File: src/core/asc_pkg.sv
// asc_pkg: constants and types for the sample/convert sequencer
// assumes a 16-bit register port and the 20 MHz system clock
package asc_pkg;
  localparam int unsigned CLK_HZ        = 20000000;
  localparam logic [3:0]  ADDR_CTRL     = 4'h0;
  localparam logic [3:0]  ADDR_IRQ_STAT = 4'h1;
  localparam logic [3:0]  ADDR_IRQ_MASK = 4'h2;
  localparam logic [3:0]  ADDR_CHAN     = 4'h3;
  localparam int unsigned SRC_MSB       = 7;
  localparam int unsigned SRC_LSB       = 5;
  localparam int unsigned GRP_BIT       = 4;
  localparam int unsigned SIM_BIT       = 3;
  localparam int unsigned SAMPLE_AUTO_START_BIT      = 2;
  localparam int unsigned SAMPLE_ENABLE_BIT      = 1;
  localparam int unsigned DONE_BIT      = 0;
  localparam int unsigned CHANNEL_COUNT_SELECT_LSB      = 0;
  localparam int unsigned B12_BIT       = 2;
  localparam logic [15:0] CTRL_RESET    = 16'h0000;
  localparam logic [2:0]  CHAN_RESET    = 3'h0;
  localparam logic [1:0]  IRQ_RESET     = 2'h0;
  localparam int unsigned IRQ_DONE      = 0;
  localparam int unsigned IRQ_START     = 1;
  localparam int unsigned CONV_NS       = 700;
  localparam int unsigned CONV_CYCLES   =
    (CONV_NS * (CLK_HZ / 1000000) + 999) / 1000;
  localparam int unsigned AUTO_NS       = 150;
  localparam int unsigned AUTO_CYCLES   =
    (AUTO_NS * (CLK_HZ / 1000000) + 999) / 1000;
  localparam logic [2:0]  SRC_MANUAL    = 3'h0;
  localparam logic [2:0]  SRC_AUTO      = 3'h7;
  typedef enum logic [1:0] {
    ASC_IDLE   = 2'b00,
    ASC_SAMPLE = 2'b01,
    ASC_CONV   = 2'b10
  } asc_state_t;
endpackage

File: src/core/asc_sync.sv
// asc_sync: two-stage synchroniser for a bundle of levels
// assumes inputs come from outside the clock domain
`timescale 1ns/100ps
module asc_sync #(
  parameter int unsigned W = 1
) (
  input  wire logic         clk_in,
  input  wire logic         rst_n_in,
  input  wire logic         en_in,
  input  wire logic [W-1:0] d_in,
  output logic      [W-1:0] q_out
);
  logic [W-1:0] meta;
  always_ff @(posedge clk_in or negedge rst_n_in) begin
    if (!rst_n_in) begin
      meta  <= '0;
      q_out <= '0;
    end else if (en_in) begin
      meta  <= d_in;
      q_out <= meta;
    end
  end
endmodule // asc_sync

File: src/core/asc_trig_mux.sv
// asc_trig_mux: picks the start event for the current source code
// assumes all trigger inputs are single-cycle pulses in the clock domain
`timescale 1ns/100ps
module asc_trig_mux (
  input  wire logic       group_in,
  input  wire logic [2:0] source_in,
  input  wire logic [2:0] pwm_pri_in,
  input  wire logic [3:0] tgen_in,
  input  wire logic       auto_in,
  input  wire logic       ctu_in,
  input  wire logic       pwm_sec_sev_in,
  input  wire logic       tmr5_in,
  input  wire logic       pwm_pri_sev_in,
  input  wire logic       tmr3_in,
  input  wire logic       pin0_edge_in,
  output logic            fire_out
);
  always_comb begin
    fire_out = 1'b0;
    if (group_in) begin
      unique case (source_in)
        3'h0: fire_out = pwm_pri_in[0];
        3'h1: fire_out = pwm_pri_in[1];
        3'h2: fire_out = pwm_pri_in[2];
        3'h3: fire_out = tgen_in[0];
        3'h4: fire_out = tgen_in[1];
        3'h5: fire_out = tgen_in[2];
        3'h6: fire_out = tgen_in[3];
        3'h7: fire_out = 1'b0;            // reserved code
      endcase
    end else begin
      unique case (source_in)
        3'h0: fire_out = 1'b0;            // software ends it
        3'h1: fire_out = pin0_edge_in;
        3'h2: fire_out = tmr3_in;
        3'h3: fire_out = pwm_pri_sev_in;
        3'h4: fire_out = tmr5_in;
        3'h5: fire_out = pwm_sec_sev_in;
        3'h6: fire_out = ctu_in;
        3'h7: fire_out = auto_in;
      endcase
    end
  end
endmodule // asc_trig_mux

File: src/core/asc_core.sv
// asc_core: sample/convert sequencing with control register and irq
// assumes trigger sources are one-cycle pulses on clk_in, pin async
//
// Notes on behaviour
// group one, codes 0-2 pick PWM 1-3
// group one, codes 3-6 trigger generator, 7 reserved
// group zero code 7 internal counter
// group zero codes 2-6 timers, PWM, charge unit
// group zero code 1 external pin edge
// manual mode: clearing sample bit starts conversion
// source bits 7:5, group bit 4
// simultaneous sampling of two or four channels
// twelve-bit mode hides simultaneous bit, reads zero
// auto-start resamples after conversion, sets sample bit
// without auto-start, software sets sample bit
// sample bit one while sampling
// hardware clears sample bit at trigger
// done set when conversion completes
// software clears done only; conversion unaffected
// done cleared when new conversion begins
// software should not clear done under auto-start
// conversion length is a parameter
`timescale 1ns/100ps
module asc_core
  import asc_pkg::*;
#(
  parameter int unsigned CONV_LEN = asc_pkg::CONV_CYCLES
) (
  input  wire logic        clk_in,
  input  wire logic        rstn_in,
  input  wire logic        ce_in,
  input  wire logic [3:0]  addr_in,
  input  wire logic [15:0] wdata_in,
  input  wire logic        wr_in,
  input  wire logic        rd_in,
  output logic      [15:0] rdata_out,
  input  wire logic [2:0]  pwm_pri_in,
  input  wire logic [3:0]  tgen_in,
  input  wire logic        ctu_in,
  input  wire logic        pwm_sec_sev_in,
  input  wire logic        tmr5_in,
  input  wire logic        pwm_pri_sev_in,
  input  wire logic        tmr3_in,
  input  wire logic        ext_pin0_in,
  output logic             sampling_out,
  output logic      [3:0]  sample_chan_out,
  output logic             conv_start_out,
  output logic             conv_done_out,
  output logic             irq_out
);
  import asc_pkg::*;

  typedef struct packed {
    logic [2:0]  source;
    logic        group;
    logic        simultaneous_sample;
    logic        sample_auto_start;
    logic        sample_enable;
    logic        done;
    logic [1:0]  channel_count_select;
    logic        b12;
    logic [1:0]  irq_stat;
    logic [1:0]  irq_mask;
    asc_state_t  state;
    logic [15:0] conv_cnt;
    logic [15:0] auto_cnt;
    logic        pin_prev;
    logic        start_p;
    logic        done_p;
    logic [15:0] rdata;
  } asc_regs_t;

  asc_regs_t cur;
  asc_regs_t nxt;
  logic      rst_n;
  logic      pin_s;
  logic      fire;
  logic      auto_hit;

  // reset release through two flops; the rest uses rst_n
  logic [1:0] rst_pipe;
  always_ff @(posedge clk_in or negedge rstn_in) begin
    if (!rstn_in) begin
      rst_pipe <= 2'h0;
    end else begin
      rst_pipe <= {rst_pipe[0], 1'b1};
    end
  end
  assign rst_n = rst_pipe[1];

  asc_sync #(
    .W (1)
  ) u_pin_sync (
    .clk_in   (clk_in),
    .rst_n_in (rst_n),
    .en_in    (ce_in),
    .d_in     (ext_pin0_in),
    .q_out    (pin_s)
  );

  // internal counter fires once sampling has lasted its time
  assign auto_hit = cur.state == ASC_SAMPLE &&
                    cur.auto_cnt == 16'(AUTO_CYCLES - 1);

  asc_trig_mux u_mux (
    .group_in       (cur.group),
    .source_in      (cur.source),
    .pwm_pri_in     (pwm_pri_in),
    .tgen_in        (tgen_in),
    .auto_in        (auto_hit),
    .ctu_in         (ctu_in),
    .pwm_sec_sev_in (pwm_sec_sev_in),
    .tmr5_in        (tmr5_in),
    .pwm_pri_sev_in (pwm_pri_sev_in),
    .tmr3_in        (tmr3_in),
    .pin0_edge_in   (pin_s & ~cur.pin_prev),
    .fire_out       (fire)
  );

  function automatic logic [15:0] ctrl_word(input asc_regs_t r);
    logic [15:0] w;
    w = 16'h0000;
    w[SRC_MSB:SRC_LSB] = r.source;
    w[GRP_BIT]  = r.group;
    w[SIM_BIT]  = r.simultaneous_sample & ~r.b12;
    w[SAMPLE_AUTO_START_BIT] = r.sample_auto_start;
    w[SAMPLE_ENABLE_BIT] = r.sample_enable;
    w[DONE_BIT] = r.done;
    return w;
  endfunction

  always_comb begin
    logic wr_ctrl;
    logic start;
    logic sw_set;
    logic sw_clr;
    wr_ctrl = 1'b0;
    start   = 1'b0;
    sw_set  = 1'b0;
    sw_clr  = 1'b0;
    nxt = cur;
    nxt.start_p  = 1'b0;
    nxt.done_p   = 1'b0;
    nxt.pin_prev = pin_s;
    nxt.rdata    = 16'h0000;
    wr_ctrl = wr_in && addr_in == ADDR_CTRL;
    if (rd_in) begin
      unique case (addr_in)
        ADDR_CTRL:     nxt.rdata = ctrl_word(cur);
        ADDR_IRQ_STAT: nxt.rdata = {14'h0000, cur.irq_stat};
        ADDR_IRQ_MASK: nxt.rdata = {14'h0000, cur.irq_mask};
        ADDR_CHAN:     nxt.rdata = {13'h0000, cur.b12, cur.channel_count_select};
        default:       nxt.rdata = 16'h0000;
      endcase
    end
    if (wr_ctrl) begin
      nxt.source = wdata_in[SRC_MSB:SRC_LSB];
      nxt.group  = wdata_in[GRP_BIT];
      nxt.simultaneous_sample = wdata_in[SIM_BIT] & ~cur.b12;
      nxt.sample_auto_start   = wdata_in[SAMPLE_AUTO_START_BIT];
      sw_set = wdata_in[SAMPLE_ENABLE_BIT] & ~cur.sample_enable;
      sw_clr = ~wdata_in[SAMPLE_ENABLE_BIT] & cur.sample_enable;
      if (!wdata_in[DONE_BIT]) begin
        nxt.done = 1'b0;                            // zero clears only
      end
    end
    if (wr_in && addr_in == ADDR_IRQ_MASK) begin
      nxt.irq_mask = wdata_in[1:0];
    end
    if (wr_in && addr_in == ADDR_CHAN) begin
      nxt.channel_count_select = wdata_in[CHANNEL_COUNT_SELECT_LSB+1:CHANNEL_COUNT_SELECT_LSB];
      nxt.b12  = wdata_in[B12_BIT];
      if (wdata_in[B12_BIT]) begin
        nxt.simultaneous_sample = 1'b0;
      end
    end
    if (wr_in && addr_in == ADDR_IRQ_STAT) begin
      nxt.irq_stat = cur.irq_stat & ~wdata_in[1:0];
    end
    unique case (cur.state)
      ASC_IDLE: begin
        if (sw_set) begin
          nxt.sample_enable = 1'b1;
          nxt.state = ASC_SAMPLE;
          nxt.auto_cnt = 16'h0000;
        end
      end
      ASC_SAMPLE: begin
        nxt.auto_cnt = cur.auto_cnt + 16'h0001;
        if (cur.source == SRC_MANUAL && !cur.group) begin
          start = sw_clr;
        end else begin
          start = fire;
        end
      end
      ASC_CONV: begin
        nxt.conv_cnt = cur.conv_cnt + 16'h0001;
        // a sample-bit write during conversion is dropped, not kept for the next round
        if (cur.conv_cnt == 16'(CONV_LEN - 1)) begin
          nxt.done   = 1'b1;
          nxt.done_p = 1'b1;
          if (cur.sample_auto_start) begin
            nxt.sample_enable = 1'b1;
            nxt.state = ASC_SAMPLE;
            nxt.auto_cnt = 16'h0000;
          end else begin
            nxt.state = ASC_IDLE;
          end
        end
      end
      default: nxt.state = ASC_IDLE;
    endcase
    if (start) begin
      nxt.sample_enable = 1'b0;
      nxt.state = ASC_CONV;
      nxt.conv_cnt = 16'h0000;
      nxt.done = 1'b0;
      nxt.start_p = 1'b1;
    end
    // hardware events win over a software clear of the same bit
    if (nxt.done_p) begin
      nxt.irq_stat[IRQ_DONE] = 1'b1;
    end
    if (nxt.start_p) begin
      nxt.irq_stat[IRQ_START] = 1'b1;
    end
  end

  always_ff @(posedge clk_in or negedge rst_n) begin
    if (!rst_n) begin
      cur <= '0;
      cur.source <= CTRL_RESET[SRC_MSB:SRC_LSB];
      cur.channel_count_select <= CHAN_RESET[1:0];
      cur.irq_stat <= IRQ_RESET;
      cur.irq_mask <= IRQ_RESET;
      cur.state <= ASC_IDLE;
    end else if (ce_in) begin
      cur <= nxt;
    end
  end

  // channel set sampled together, else channel 0 only
  function automatic logic [3:0] chan_set(input asc_regs_t r);
    logic [3:0] m;
    m = 4'h1;
    if (r.simultaneous_sample && !r.b12) begin
      if (r.channel_count_select[1]) begin
        m = 4'hF;
      end else if (r.channel_count_select == 2'h1) begin
        m = 4'h3;
      end
    end
    return m;
  endfunction

  assign rdata_out       = cur.rdata;
  assign sampling_out    = cur.sample_enable;
  assign sample_chan_out = cur.sample_enable ? chan_set(cur) : 4'h0;
  assign conv_start_out  = cur.start_p;
  assign conv_done_out   = cur.done_p;
  assign irq_out         = |(cur.irq_stat & cur.irq_mask);
endmodule // asc_core

File: config.mk
export PLATFORM = sky130hd
export DESIGN_NAME = asc_core
export DESIGN_NICKNAME = d
export VERILOG_FILES = /design/src/core/asc_pkg.sv /design/src/core/asc_sync.sv /design/src/core/asc_trig_mux.sv /design/src/core/asc_core.sv
export SDC_FILE = /design/constraint.sdc
export NUM_CORES = 1
export LEC_CHECK = 0
export BUFFER_PORTS_ARGS = -buffer_cell sky130_fd_sc_hd__buf_2
export CORE_MARGIN = 5
export CORE_UTILIZATION = 50
export DETAILED_ROUTE_END_ITERATION = 8
export GPL_ROUTABILITY_DRIVEN = 0
export PLACE_DENSITY = 0.73
export SYNTH_ARGS = -nofsm -noshare
export SYNTH_HDL_FRONTEND = slang
export SYNTH_HIERARCHICAL = 1
export SYNTH_SLANG_ARGS = --single-unit
File: constraint.sdc
create_clock -name clk_in -period 3.02 [get_ports clk_in]
set_input_delay 0.604 -clock clk_in [delete_from_list [all_inputs] [get_ports clk_in]]
set_output_delay 0.604 -clock clk_in [all_outputs]
set_load 0.02 [all_outputs]
==> metrics.log, run 1 <==
INFO  metric dr_total_vias = 2848
INFO  metric synthCells = 354
INFO  metric cts_made_buffers = 9
INFO  metric coreArea = 6830 sq um
INFO  metric floorplan.initialDensity = between 50 and 60%
INFO  metric holdCritPathClass = in2async
INFO  metric routedWlPerCell = ~16 um
INFO  metric post-synth-top-count-cell = dfrtp_1
INFO  metric synth.ff_latch_count = 64
INFO  metric power_leakage = between 1.5 and 2 nW
INFO  metric cts_root_buf = clkbuf_8
INFO  metric setup_total_negative_slack = 0 ps
INFO  metric yosysSeqAreaShare = roughly 45%
INFO  metric final_max_slew_viol_count = 0
INFO  metric worstMarginPinSlew = ~1000 ps
INFO  metric synth_top_cells_by_count = dfrtp_1, nor2_1, nand2_1, buf_4
INFO  metric max_fanout_on_critical_path = 18
INFO  metric area_delta_synth_final = 12.9%
INFO  metric worstPathBufferInverterCount = 1
INFO  metric ctsLongestPathBuffers = 2
INFO  metric boundaryPins = a little over 60
INFO  metric grt_setup_unrepaired = false
INFO  metric proportion_of_synthesized_flip_flops_having_asynchronous_set_or_reset = 100%
INFO  metric grt_first_pass_wirelength = about 13 mm
INFO  metric yosys_most_used_dff = dfrtp_1
INFO  metric report.final.setup_viol = 0
INFO  metric synth_top_cells_by_area = dfrtp_1, mux2_2, buf_4
INFO  metric timing.critical_path.arrival = between 2000 and 3000 ps
INFO  metric status = complete, no violations
INFO  metric post-dp-hpwl = 5.45 mm
INFO  metric worstSetupPathType = reg2reg
INFO  metric synth_area = between 3000 and 4000 sq um
INFO  metric layout-drive-gt1-share = approximately 23%
INFO  metric maxCapViolCount = 0
INFO  metric num-fill-cells = slightly above 600
INFO  metric drt-initial-drc-count = roughly 190
INFO  metric clock_tree.htree_level_count = 3
INFO  metric crit_cells = 12
INFO  metric cpPeakStageDelay = between 400 and 500 ps
INFO  metric synthDistinctLibCells = approximately 60
INFO  metric routed_wirelength = slightly below 8 mm
INFO  metric maximum_number_of_pins_on_one_net_before_global_route_repair = 40
INFO  metric synth_largest_type_area_fraction = 45.4%
INFO  metric clock_tree_from_tritoncts = yes
INFO  metric design_power_total = ~2.3 mW
INFO  metric power.density = just under 600 nW/um^2
INFO  metric ys_warn_count = 6
INFO  metric library_cell_with_the_largest_summed_area_after_synthesis = dfrtp_1
INFO  metric worstPathRequired = around 3200 ps
INFO  metric maximum_frequency_from_static_timing_analysis = 0.375 GHz
INFO  metric skew = around 8.2 ps
INFO  metric die_h = roughly 94 um
INFO  metric drc = 0
INFO  metric synth_enable_flop_cells = 0
INFO  metric rr_worst_depth = 12
INFO  metric antenna_cells = 0
INFO  metric final.period_utilization = between 80 and 90%
INFO  metric postCtsSetupRepairBufs = 0
INFO  metric syn_area_per_cell = approximately 10 sq um
INFO  metric timing.max_slew.rel_slack = between 30% and 40%
INFO  metric critical-path-top-delay-family = simple AND/OR/NAND/NOR gates
INFO  metric grt.total_usage = between 10% and 20%
INFO  metric placement.io_buffers = 45
INFO  metric dieArea = approximately 8800 sq um
INFO  metric number_of_placement_rows = 30
INFO  metric initial_antenna_violation_count = 0
INFO  metric worstSkewPairLatency = around 340 ps
INFO  metric sink_count = 64
INFO  metric cts.hold.buffers_added = 0
INFO  metric drt_pre_antenna_iters = 4
INFO  metric vias_in_the_first_global_route = between 2000 and 3000
INFO  metric grt_overflow_total = 0
INFO  metric post-route-min-period = between 2000 and 3000 ps
INFO  metric launching_element_type_of_the_critical_path = register
INFO  metric finalHoldViolations = 0
INFO  metric clkSlewWorstSetupHoldPaths = 80 ps
INFO  metric crit_end_category = register
INFO  metric design.final.nets = approximately 440
INFO  metric cpMaxStageDelayCell = dfrtp_1
INFO  metric ir_drop = about 0.27 mV
INFO  metric routed_via_density = around 5.7
INFO  metric ant_nets = 0
INFO  metric post_cts_resize_count = 0
INFO  metric die-width = between 90 and 100 um
INFO  metric crit_chain = nor4_1 > nand4_1 > nor4b_1 > mux2i_1 > a31oi_1 > o211ai_1 > o21ai_1 > o41ai_1 > o31a_1 > nor2_2 > buf_4 > o22ai_1
## path summary, 6_finish.rpt
check	start	endpoint	slack, ps
max	cur[23]	cur[36]	350
min	rstn_in	rst_pipe[0]	30
max reg2reg	cur[23]	cur[36]	350
min reg2reg	rst_pipe[1]	cur[42]	260
max in group asynchronous	rst_pipe[1]	rdata_out[7]	1850
min in group clk_in	rst_pipe[0]	rst_pipe[1]	360
## power by group
group / total, mW / switching (mW) / internal, mW
registers: 1.09 / 0.138 / 0.950
logic: 0.406 / 0.216 / 0.190
clock network: 0.844 / 0.369 / 0.475
total: 2.34 / 0.723 / 1.61
## final cells by class
cell class / instances / area [sq um] / area share, %
Clock buffer: 9 / 124 / 3.11
Timing Repair Buffer: 52 / 278 / 6.97
Multi-Input combinational cell: 258 / 1720 / 43.2
Tap cell: 96 / 120 / 3.02
Inverter: 10 / 37.5 / 0.942
Sequential cell: 64 / 1600 / 40.2
Clock inverter: 7 / 103 / 2.58
## registers in the layout, summed over array words and instances (netlist names)
| register | cells |
|---|---|
| conv_done_out | 1 |
| u_pin_sync/meta | 1 |
| sampling_out | 1 |
| conv_start_out | 1 |
| cur | 49 |
| rst_pipe | 2 |
| u_pin_sync/q_out | 1 |
| rdata_out | 8 |
## per-stage QoR
| step | cells | setup slack [ps] | utilization (%) | instance area (sq um) | hold slack (ps) |
|---|---|---|---|---|---|
| global route | 496 | 134 | 58.3 | 3980 | 7.45 |
| CTS | 496 | 397 | 58.3 | 3980 | 17.2 |
| floorplan | 361 | 542 | - | 3550 | 308 |
| detailed placement | 480 | 391 | 55.0 | 3760 | 274 |
| finish | 496 | 352 | 58.3 | 3980 | 26.3 |
| global placement | 480 | 397 | 55.0 | 3760 | 257 |
## cell usage in the layout (no fill, tap or decap), types with 5 or more instances in the layout
cell type and count:
xnor2_1 7, mux2i_1 5, a21oi_1 17, buf_2 45
o41ai_1 5, and3_1 8, buf_4 7, nand4_1 9
mux2_2 13, inv_1 9, nor4_1 7, nand2_1 25
a22o_1 6, dfrtp_1 63, or3_1 6, o21ai_0 17
a21o_1 5, nand3_1 15, conb_1 9, clkbuf_8 9
nand2b_1 5, xor2_1 6, nor2_1 26
## layer usage
metal	share of wire, %	vias to the layer above	GRT usage, %	wire [um]
met5	0	-	0	0
met2	45	98	29.6	3520
met1	47	1369	25.1	3620
met4	1.7	0	7.46	130
met3	6.2	14	3.53	484
li1	-	1367	-	-
## logic make-up after synthesis
kind of cell	after synthesis	synth area share [%]
AOI/OAI and AO/OA	77	14.8
xor gates and xnor gates	13	3.23
adders and majority gates	4	1.42
buffers and inverters	39	6.63
DFF	64	45.4
muxes	20	7.06
other	2	0.213
and+or+nand+nor	135	21.3
No activity file was read; power rests on OpenSTA's default activity.
==> inputs of run 2 (changes only) <==
- ABC_AREA: unset -> 1
- PLACE_DENSITY: 0.73 -> 0.72
- SKIP_CTS_REPAIR_TIMING: unset -> 1
==> metrics.log, run 2 <==
INFO  metric holdCritPathClass = in2async (unchanged)
INFO  metric crit_chain = nor2_4 > inv_2 > nor3_1 > nand3_1 > nor4_1 > nand4_1 > nand2_1 > nor2_1 > nand2_1 > nand2_1 > nand2_1 > nand2_1 > nand2_4 > nand3_4 > nand2_2 > o21ai_0 (was nor4_1 > nand4_1 > nor4b_1 > mux2i_1 > a31oi_1 > o211ai_1 > o21ai_1 > o41ai_1 > o31a_1 > nor2_2 > buf_4 > o22ai_1)
INFO  metric largest_register_ffs = 49 (unchanged)
INFO  metric ir_drop = 0.413 mV (was 0.271 mV)
INFO  metric design_area = 4340 sq um (was 3980 sq um)
INFO  metric skew = 14.3 ps (was 8.22 ps)
INFO  metric worstReg2RegStart = cur[52] (was cur[23])
INFO  metric status = complete, no violations (unchanged)
INFO  metric grt_first_pass_wirelength = 15.4 mm (was 13.0 mm)
INFO  metric synthDistinctLibCells = 30 (was 61)
INFO  metric placement.io_buffers = 45 (unchanged)
INFO  metric library_cell_with_the_largest_summed_area_after_synthesis = dfrtp_1 (unchanged)
INFO  metric finalHoldViolations = 0 (unchanged)
INFO  metric number_of_placement_rows = 32 (was 30)
INFO  metric floorplan.initialDensity = 51.5% (was 51.6%)
INFO  metric maxCapViolCount = 0 (unchanged)
INFO  metric sink_count = 64 (unchanged)
INFO  metric setup_total_negative_slack = 0 ps (unchanged)
INFO  metric layout-drive-gt1-share = 15.3% (was 22.5%)
INFO  metric boundaryPins = 62 (unchanged)
INFO  metric post-dp-hpwl = 6.71 mm (was 5.45 mm)
INFO  metric synth_top_cells_by_count = nand2_1, nor2_1, dfrtp_1, inv_1, nand3_1 (was dfrtp_1, nor2_1, nand2_1, buf_4)
INFO  metric clkSlewWorstSetupHoldPaths = 80 ps (about the same)
INFO  metric initial_antenna_violation_count = 0 (unchanged)
INFO  metric die_h = 99.5 um (was 94.0 um)
INFO  metric cts_root_buf = clkbuf_8 (unchanged)
INFO  metric cpMaxStageDelayCell = dfrtp_1 (unchanged)
INFO  metric placed_area = 4190 sq um (was 3760 sq um)
INFO  metric grt_overflow_total = 0 (unchanged)
INFO  metric die-width = 99.5 um (was 94.0 um)
INFO  metric crit_end_category = register (unchanged)
INFO  metric cpMostUsedCell = nand2_1
INFO  metric post_layout_nonfiller_instances = 705 (was 496)
INFO  metric synthCells = 561 (was 354)
INFO  metric synth_enable_flop_cells = 0 (unchanged)
INFO  metric drc = 0 (unchanged)
INFO  metric ys_warn_count = 6 (unchanged)
INFO  metric area_delta_synth_final = 8.53% (was 12.9%)
INFO  metric syn_area_per_cell = 7.13 sq um (was 9.97 sq um)
INFO  metric yosys_most_used_dff = dfrtp_1 (unchanged)
INFO  metric max_fanout_on_critical_path = 16 (was 18)
INFO  metric yosysSeqAreaShare = 40.0% (was 45.4%)
INFO  metric final.period_utilization = 84.3% (was 88.4%)
INFO  metric routedWlPerCell = 12.7 um (was 15.6 um)
INFO  metric fin_ws = 475 ps (was 352 ps)
INFO  metric timing.critical_path.arrival = 2760 ps (was 2880 ps)
INFO  metric synth_largest_type_area_fraction = 40.0% (was 45.4%)
INFO  metric drt_pre_antenna_iters = 5 (was 4)
INFO  metric maximum_frequency_from_static_timing_analysis = 0.393 GHz (was 0.375 GHz)
INFO  metric timing.reg2reg.setup_slack = 480 ps (was 350 ps)
INFO  metric worstSetupPathType = reg2reg (unchanged)
INFO  metric dr_total_vias = 3683 (was 2848)
INFO  metric post-route-min-period = 2540 ps (was 2670 ps)
INFO  metric layout_common_cells = nand2_1, nor2_1, dfrtp_1 (was dfrtp_1, buf_2, nor2_1)
INFO  metric antenna_cells = 0 (unchanged)
INFO  metric worstPathBufferInverterCount = 1 (unchanged)
INFO  metric ctsLongestPathBuffers = 2 (unchanged)
INFO  metric worstPathRequired = 3240 ps (about the same)
INFO  metric synth_area = 4000 sq um (was 3530 sq um)
INFO  metric largest_register = cur (unchanged)
INFO  metric drt-initial-drc-count = 134 (was 188)
INFO  metric cpPeakStageDelay = 440 ps (was 420 ps)
INFO  metric synth.ff_latch_count = 64 (unchanged)
INFO  metric routed_wirelength = 8.96 mm (was 7.75 mm)
INFO  metric dp.cells = 689 (was 480)
INFO  metric rr_worst_depth = 16 (was 12)
INFO  metric proportion_of_synthesized_flip_flops_having_asynchronous_set_or_reset = 100% (unchanged)
INFO  metric worstMarginPinSlew = 800 ps (was 1020 ps)
INFO  metric ant_nets = 0 (unchanged)
INFO  metric vias_in_the_first_global_route = 3488 (was 2723)
INFO  metric grt_setup_unrepaired = false (unchanged)
INFO  metric grt.total_usage = 18.9% (was 18.7%)
INFO  metric clock_tree_from_tritoncts = yes (unchanged)
INFO  metric rr_endpoint = cur[36] (unchanged)
INFO  metric clock_tree.htree_level_count = 3 (unchanged)
INFO  metric fin_util = 55.9% (was 58.3%)
INFO  metric post-synth-top-count-cell = nand2_1 (was dfrtp_1)
INFO  metric routed_via_density = 5.22 (was 5.74)
INFO  metric launching_element_type_of_the_critical_path = register (unchanged)
INFO  metric post-place-ws = 487 ps (was 391 ps)
INFO  metric power.density = 670 nW/um^2 (was 587 nW/um^2)
INFO  metric timing.max_slew.rel_slack = 46.7% (was 31.7%)
INFO  metric worstSkewPairLatency = 340 ps (about the same)
INFO  metric design.final.nets = 640 (was 437)
INFO  metric coreArea = 7770 sq um (was 6830 sq um)
INFO  metric maximum_number_of_pins_on_one_net_before_global_route_repair = 38 (was 40)
INFO  metric power_leakage = 2.20 nW (was 1.85 nW)
INFO  metric final_max_slew_viol_count = 0 (unchanged)
INFO  metric cts_made_buffers = 9 (unchanged)
INFO  metric critical-path-top-delay-family = simple AND/OR/NAND/NOR gates (unchanged)
INFO  metric mostFrequentLayoutCell = nand2_1 (was dfrtp_1)
INFO  metric report.final.setup_viol = 0 (unchanged)
INFO  metric dieArea = 9890 sq um (was 8840 sq um)
INFO  metric synth_top_cells_by_area = dfrtp_1, nand2_1, nor2_1 (was dfrtp_1, mux2_2, buf_4)
[run 2: metal layers]
metal,vias to the layer above,part of all wire [%],track usage [%]
li1,1850,-,-
met1,1726,45,24.2
met2,95,48,31.8
met3,12,5.6,4.56
met4,0,1.3,5.88
met5,-,0,0
[run 2: kinds of logic (layout without fill, tap and decap cells)]
group	count (synthesis)	in the layout	synth area share, %
and+or+nand+nor	330	330	36.2
xor gates and xnor gates	12	12	2.63
adders and majority gates	4	4	1.25
AOI/OAI and AO/OA	55	55	8.10
DFF	64	64	40.0
buffers and inverters	94	129	11.7
other	2	9	0.188
[run 2: stage by stage]
stage | power (mW) | hold WS (ps)
floorplan | 2.07 | 308
global placement | 2.27 | 338
detailed placement | 2.31 | 346
CTS | 2.93 | 13.8
global route | 3.15 | 18.2
finish | 2.91 | 33.6
[run 2: report_power, final]
group          internal (mW)  switching [mW]
sequential              1.05           0.255
clock                  0.294           0.318
combinational          0.358           0.639
[run 2: area by class of cell]
type	count	area (sq um)
clock buffer	12	135
clock inverter	4	22.5
fill	757	3420
inverter	64	240
multi-input combinational	410	1960
sequential	64	1600
tap	102	128
timing repair buffer	49	255
[run 2: how the worst max path moves through the flow]
stage                     slack (ps)     from  cells past startpoint      end
after floorplan                  850  cur[52]                     18  cur[41]
after global placement           550  cur[52]                     16  cur[37]
after detailed placement         490  cur[52]                     16  cur[36]
after CTS                        490  cur[52]                     16  cur[36]
after global routing             140  cur[52]                     16  cur[37]
final                            480  cur[52]                     16  cur[36]
==> inputs of run 3 (changes only) <==
- PLACE_DENSITY: 0.72 -> 0.74
- clock period: 3.02 -> 2.22 ns (I/O delays scaled with it)
==> metrics.log, run 3 (synthesis gave the netlist of run 2 again) <==
INFO  metric status = complete, no violations (unchanged)
INFO  metric drt-initial-drc-count = 162 (was 134)
INFO  metric post-dp-hpwl = 6.84 mm (was 6.71 mm)
INFO  metric largest_register_ffs = 49 (unchanged)
INFO  metric die_h = 99.5 um (unchanged)
INFO  metric routed_wirelength = 9.22 mm (was 8.96 mm)
INFO  metric dieArea = 9890 sq um (unchanged)
INFO  metric power.density = 923 nW/um^2 (was 670 nW/um^2)
INFO  metric report.final.setup_viol = 0 (unchanged)
INFO  metric grt.total_usage = 19.8% (was 18.9%)
INFO  metric placed_area = 4360 sq um (was 4190 sq um)
INFO  metric clkSlewWorstSetupHoldPaths = 80 ps (about the same)
INFO  metric maxCapViolCount = 0 (unchanged)
INFO  metric grt_setup_unrepaired = true (was false)
INFO  metric sink_count = 64 (unchanged)
INFO  metric power_switching = 1.74 mW (was 1.21 mW)
INFO  metric routedWlPerCell = 12.7 um (about the same)
INFO  metric dr.max_layer_used = met4 (unchanged)
INFO  metric crit_end_category = register (unchanged)
INFO  metric post-route-min-period = 2150 ps (was 2540 ps)
INFO  metric combPwrFrac = 38.6% (was 34.3%)
INFO  metric cts_made_buffers = 9 (unchanged)
INFO  metric worstPathBufferInverterCount = 2 (was 1)
INFO  metric mostFrequentLayoutCell = nand2_1 (unchanged)
INFO  metric cpMostUsedCell = nand2_1 (unchanged)
INFO  metric holdCritPathClass = reg2async (was in2async)
INFO  metric vias_in_the_first_global_route = 3616 (was 3488)
INFO  metric worstSetupPathType = reg2reg (unchanged)
INFO  metric dr_wl_met3 = 465 um (was 500 um)
INFO  metric timing.critical_path.arrival = 2380 ps (was 2760 ps)
INFO  metric critical-path-top-delay-family = simple AND/OR/NAND/NOR gates (unchanged)
INFO  metric number_of_placement_rows = 32 (unchanged)
INFO  metric power_leakage = 2.33 nW (was 2.20 nW)
INFO  metric area_delta_synth_final = 14.7% (was 8.53%)
INFO  metric boundaryPins = 62 (unchanged)
INFO  metric rr_worst_depth = 16 (unchanged)
INFO  metric worstSkewPairLatency = 350 ps (was 340 ps)
INFO  metric layout_common_cells = nand2_1, nor2_1, dfrtp_1 (unchanged)
INFO  metric drc = 0 (unchanged)
INFO  metric worstReg2RegStart = cur[19] (was cur[52])
INFO  metric met2RoutedLength = 4.49 mm (was 4.34 mm)
INFO  metric clock_tree_from_tritoncts = yes (unchanged)
INFO  metric worstPathRequired = 2450 ps (was 3240 ps)
INFO  metric layout-drive-gt1-share = 19.8% (was 15.3%)
INFO  metric final_max_slew_viol_count = 0 (unchanged)
INFO  metric timing.reg2reg.setup_slack = 70 ps (was 480 ps)
INFO  metric antenna_cells = 0 (unchanged)
INFO  metric clkPwrFrac = 20.4% (was 21.0%)
INFO  metric power_internal = 2.50 mW (was 1.70 mW)
INFO  metric floorplan.initialDensity = 51.5% (unchanged)
INFO  metric skew = 12.8 ps (was 14.3 ps)
INFO  metric maximum_frequency_from_static_timing_analysis = 0.464 GHz (was 0.393 GHz)
INFO  metric worstMarginPinSlew = 543 ps (was 800 ps)
INFO  metric launching_element_type_of_the_critical_path = register (unchanged)
INFO  metric drt_pre_antenna_iters = 4 (was 5)
INFO  metric timing.max_slew.rel_slack = 63.7% (was 46.7%)
INFO  metric grt_overflow_total = 0 (unchanged)
INFO  metric die-width = 99.5 um (unchanged)
INFO  metric ir_drop = 0.611 mV (was 0.413 mV)
INFO  metric final.period_utilization = 97.0% (was 84.3%)
INFO  metric cts_root_buf = clkbuf_8 (unchanged)
INFO  metric swShare = 41.1% (was 41.7%)
INFO  metric ant_nets = 0 (unchanged)
INFO  metric largest_register = cur (unchanged)
INFO  metric clock_tree.htree_level_count = 3 (unchanged)
INFO  metric initial_antenna_violation_count = 0 (unchanged)
INFO  metric maximum_number_of_pins_on_one_net_before_global_route_repair = 52 (was 38)
INFO  metric seq_power_share = 41.0% (was 44.7%)
INFO  metric design_area = 4590 sq um (was 4340 sq um)
INFO  metric dr_total_vias = 3711 (was 3683)
INFO  metric placement.io_buffers = 45 (unchanged)
INFO  metric route.layer.met1.wl = 4.10 mm (was 4.00 mm)
INFO  metric cpMaxStageDelayCell = dfrtp_1 (unchanged)
INFO  metric fin_util = 59.1% (was 55.9%)
INFO  metric ctsLongestPathBuffers = 2 (unchanged)
INFO  metric finalHoldViolations = 0 (unchanged)
INFO  metric max_fanout_on_critical_path = 11 (was 16)
INFO  metric num-fill-cells = 717 (was 757)
INFO  metric grt_first_pass_wirelength = 16.0 mm (was 15.4 mm)
INFO  metric rr_endpoint = cur[44] (was cur[36])
INFO  metric design.final.nets = 663 (was 640)
INFO  metric routed_via_density = 5.10 (was 5.22)
INFO  metric cpPeakStageDelay = 380 ps (was 440 ps)
INFO  metric crit_chain = inv_1 > ha_1 > nand3_1 > nor4_2 > nand4_1 > nand2_1 > nor2_1 > nand2_1 > nand2_1 > nand2_2 > nand2_2 > nand2_4 > nand3_4 > buf_6 > nand3_1 > nand2_1 (was nor2_4 > inv_2 > nor3_1 > nand3_1 > nor4_1 > nand4_1 > nand2_1 > nor2_1 > nand2_1 > nand2_1 > nand2_1 > nand2_1 > nand2_4 > nand3_4 > nand2_2 > o21ai_0)
INFO  metric coreArea = 7770 sq um (unchanged)
run 3: cell types whose count changed in the layout (fill, tap and decap cells not counted), sizes merged:
cell / before / now
buf: 49 / 71
clkbuf: 12 / 11
dlygate4sd3: 0 / 1
run 3: cell type report:
cell class / instances / area (sq um) / area share (%)
Multi-Input combinational cell: 410 / 2000 / 43.7
Sequential cell: 64 / 1600 / 34.9
Timing Repair Buffer: 72 / 450 / 9.81
Inverter: 64 / 243 / 5.29
Clock buffer: 11 / 141 / 3.08
Tap cell: 102 / 128 / 2.78
Clock inverter: 4 / 22.5 / 0.490
run 3: per-stage QoR:
stage | std cells | setup slack, ps | hold slack [ps] | total power [mW] | setup TNS [ps]
4_1_cts | 725 | -50.5 | -147 | 4.19 | -326
3_5_place_dp | 710 | -21.8 | 159 | 3.31 | -87.6
5_1_grt | 727 | -167 | 187 | 4.59 | -2510
3_3_place_gp | 710 | -0.826 | 159 | 3.25 | -0.826
2_1_floorplan | 568 | 50.0 | 148 | 2.82 | 0
6_report | 727 | 66.5 | 153 | 4.24 | 0
run 3: worst max path at each step:
stage	from	endpoint	cells after the start
floorplan	cur[52]	cur[41]	18
global placement	cur[52]	cur[48]	18
detailed placement	cur[19]	cur[47]	17
CTS	cur[19]	cur[37]	15
global route	cur[52]	cur[40]	17
finish	cur[19]	cur[44]	16
run 3: layer usage:
layer  vias to the layer above  track usage, %
li1                       1893               -
met1                      1715            24.8
met2                        86            32.7
met3                        17            4.70
met4                         0            8.51
met5                         -               0
run 3: power groups by stage:
stage                     Sequential (mW)  Combinational [mW]  Clock, mW
after CTS                            1.73                1.57      0.892
after floorplan                      1.70                1.12          0
after global placement               1.74                1.51          0
after global routing                 1.78                1.86      0.944
after detailed placement             1.74                1.56          0
final                                1.74                1.64      0.865
run 3: worst reg2reg max path, stage by stage, from the launching register on:
cell and delay [ps]:
dfrtp_1 380, inv_1 80, ha_1 150, nand3_1 110, nor4_2 310, nand4_1 120
nand2_1 90, nor2_1 40, nand2_1 50, nand2_1 50, nand2_2 80, nand2_2 70
nand2_4 100, nand3_4 110, buf_6 170, nand3_1 70, nand2_1 60
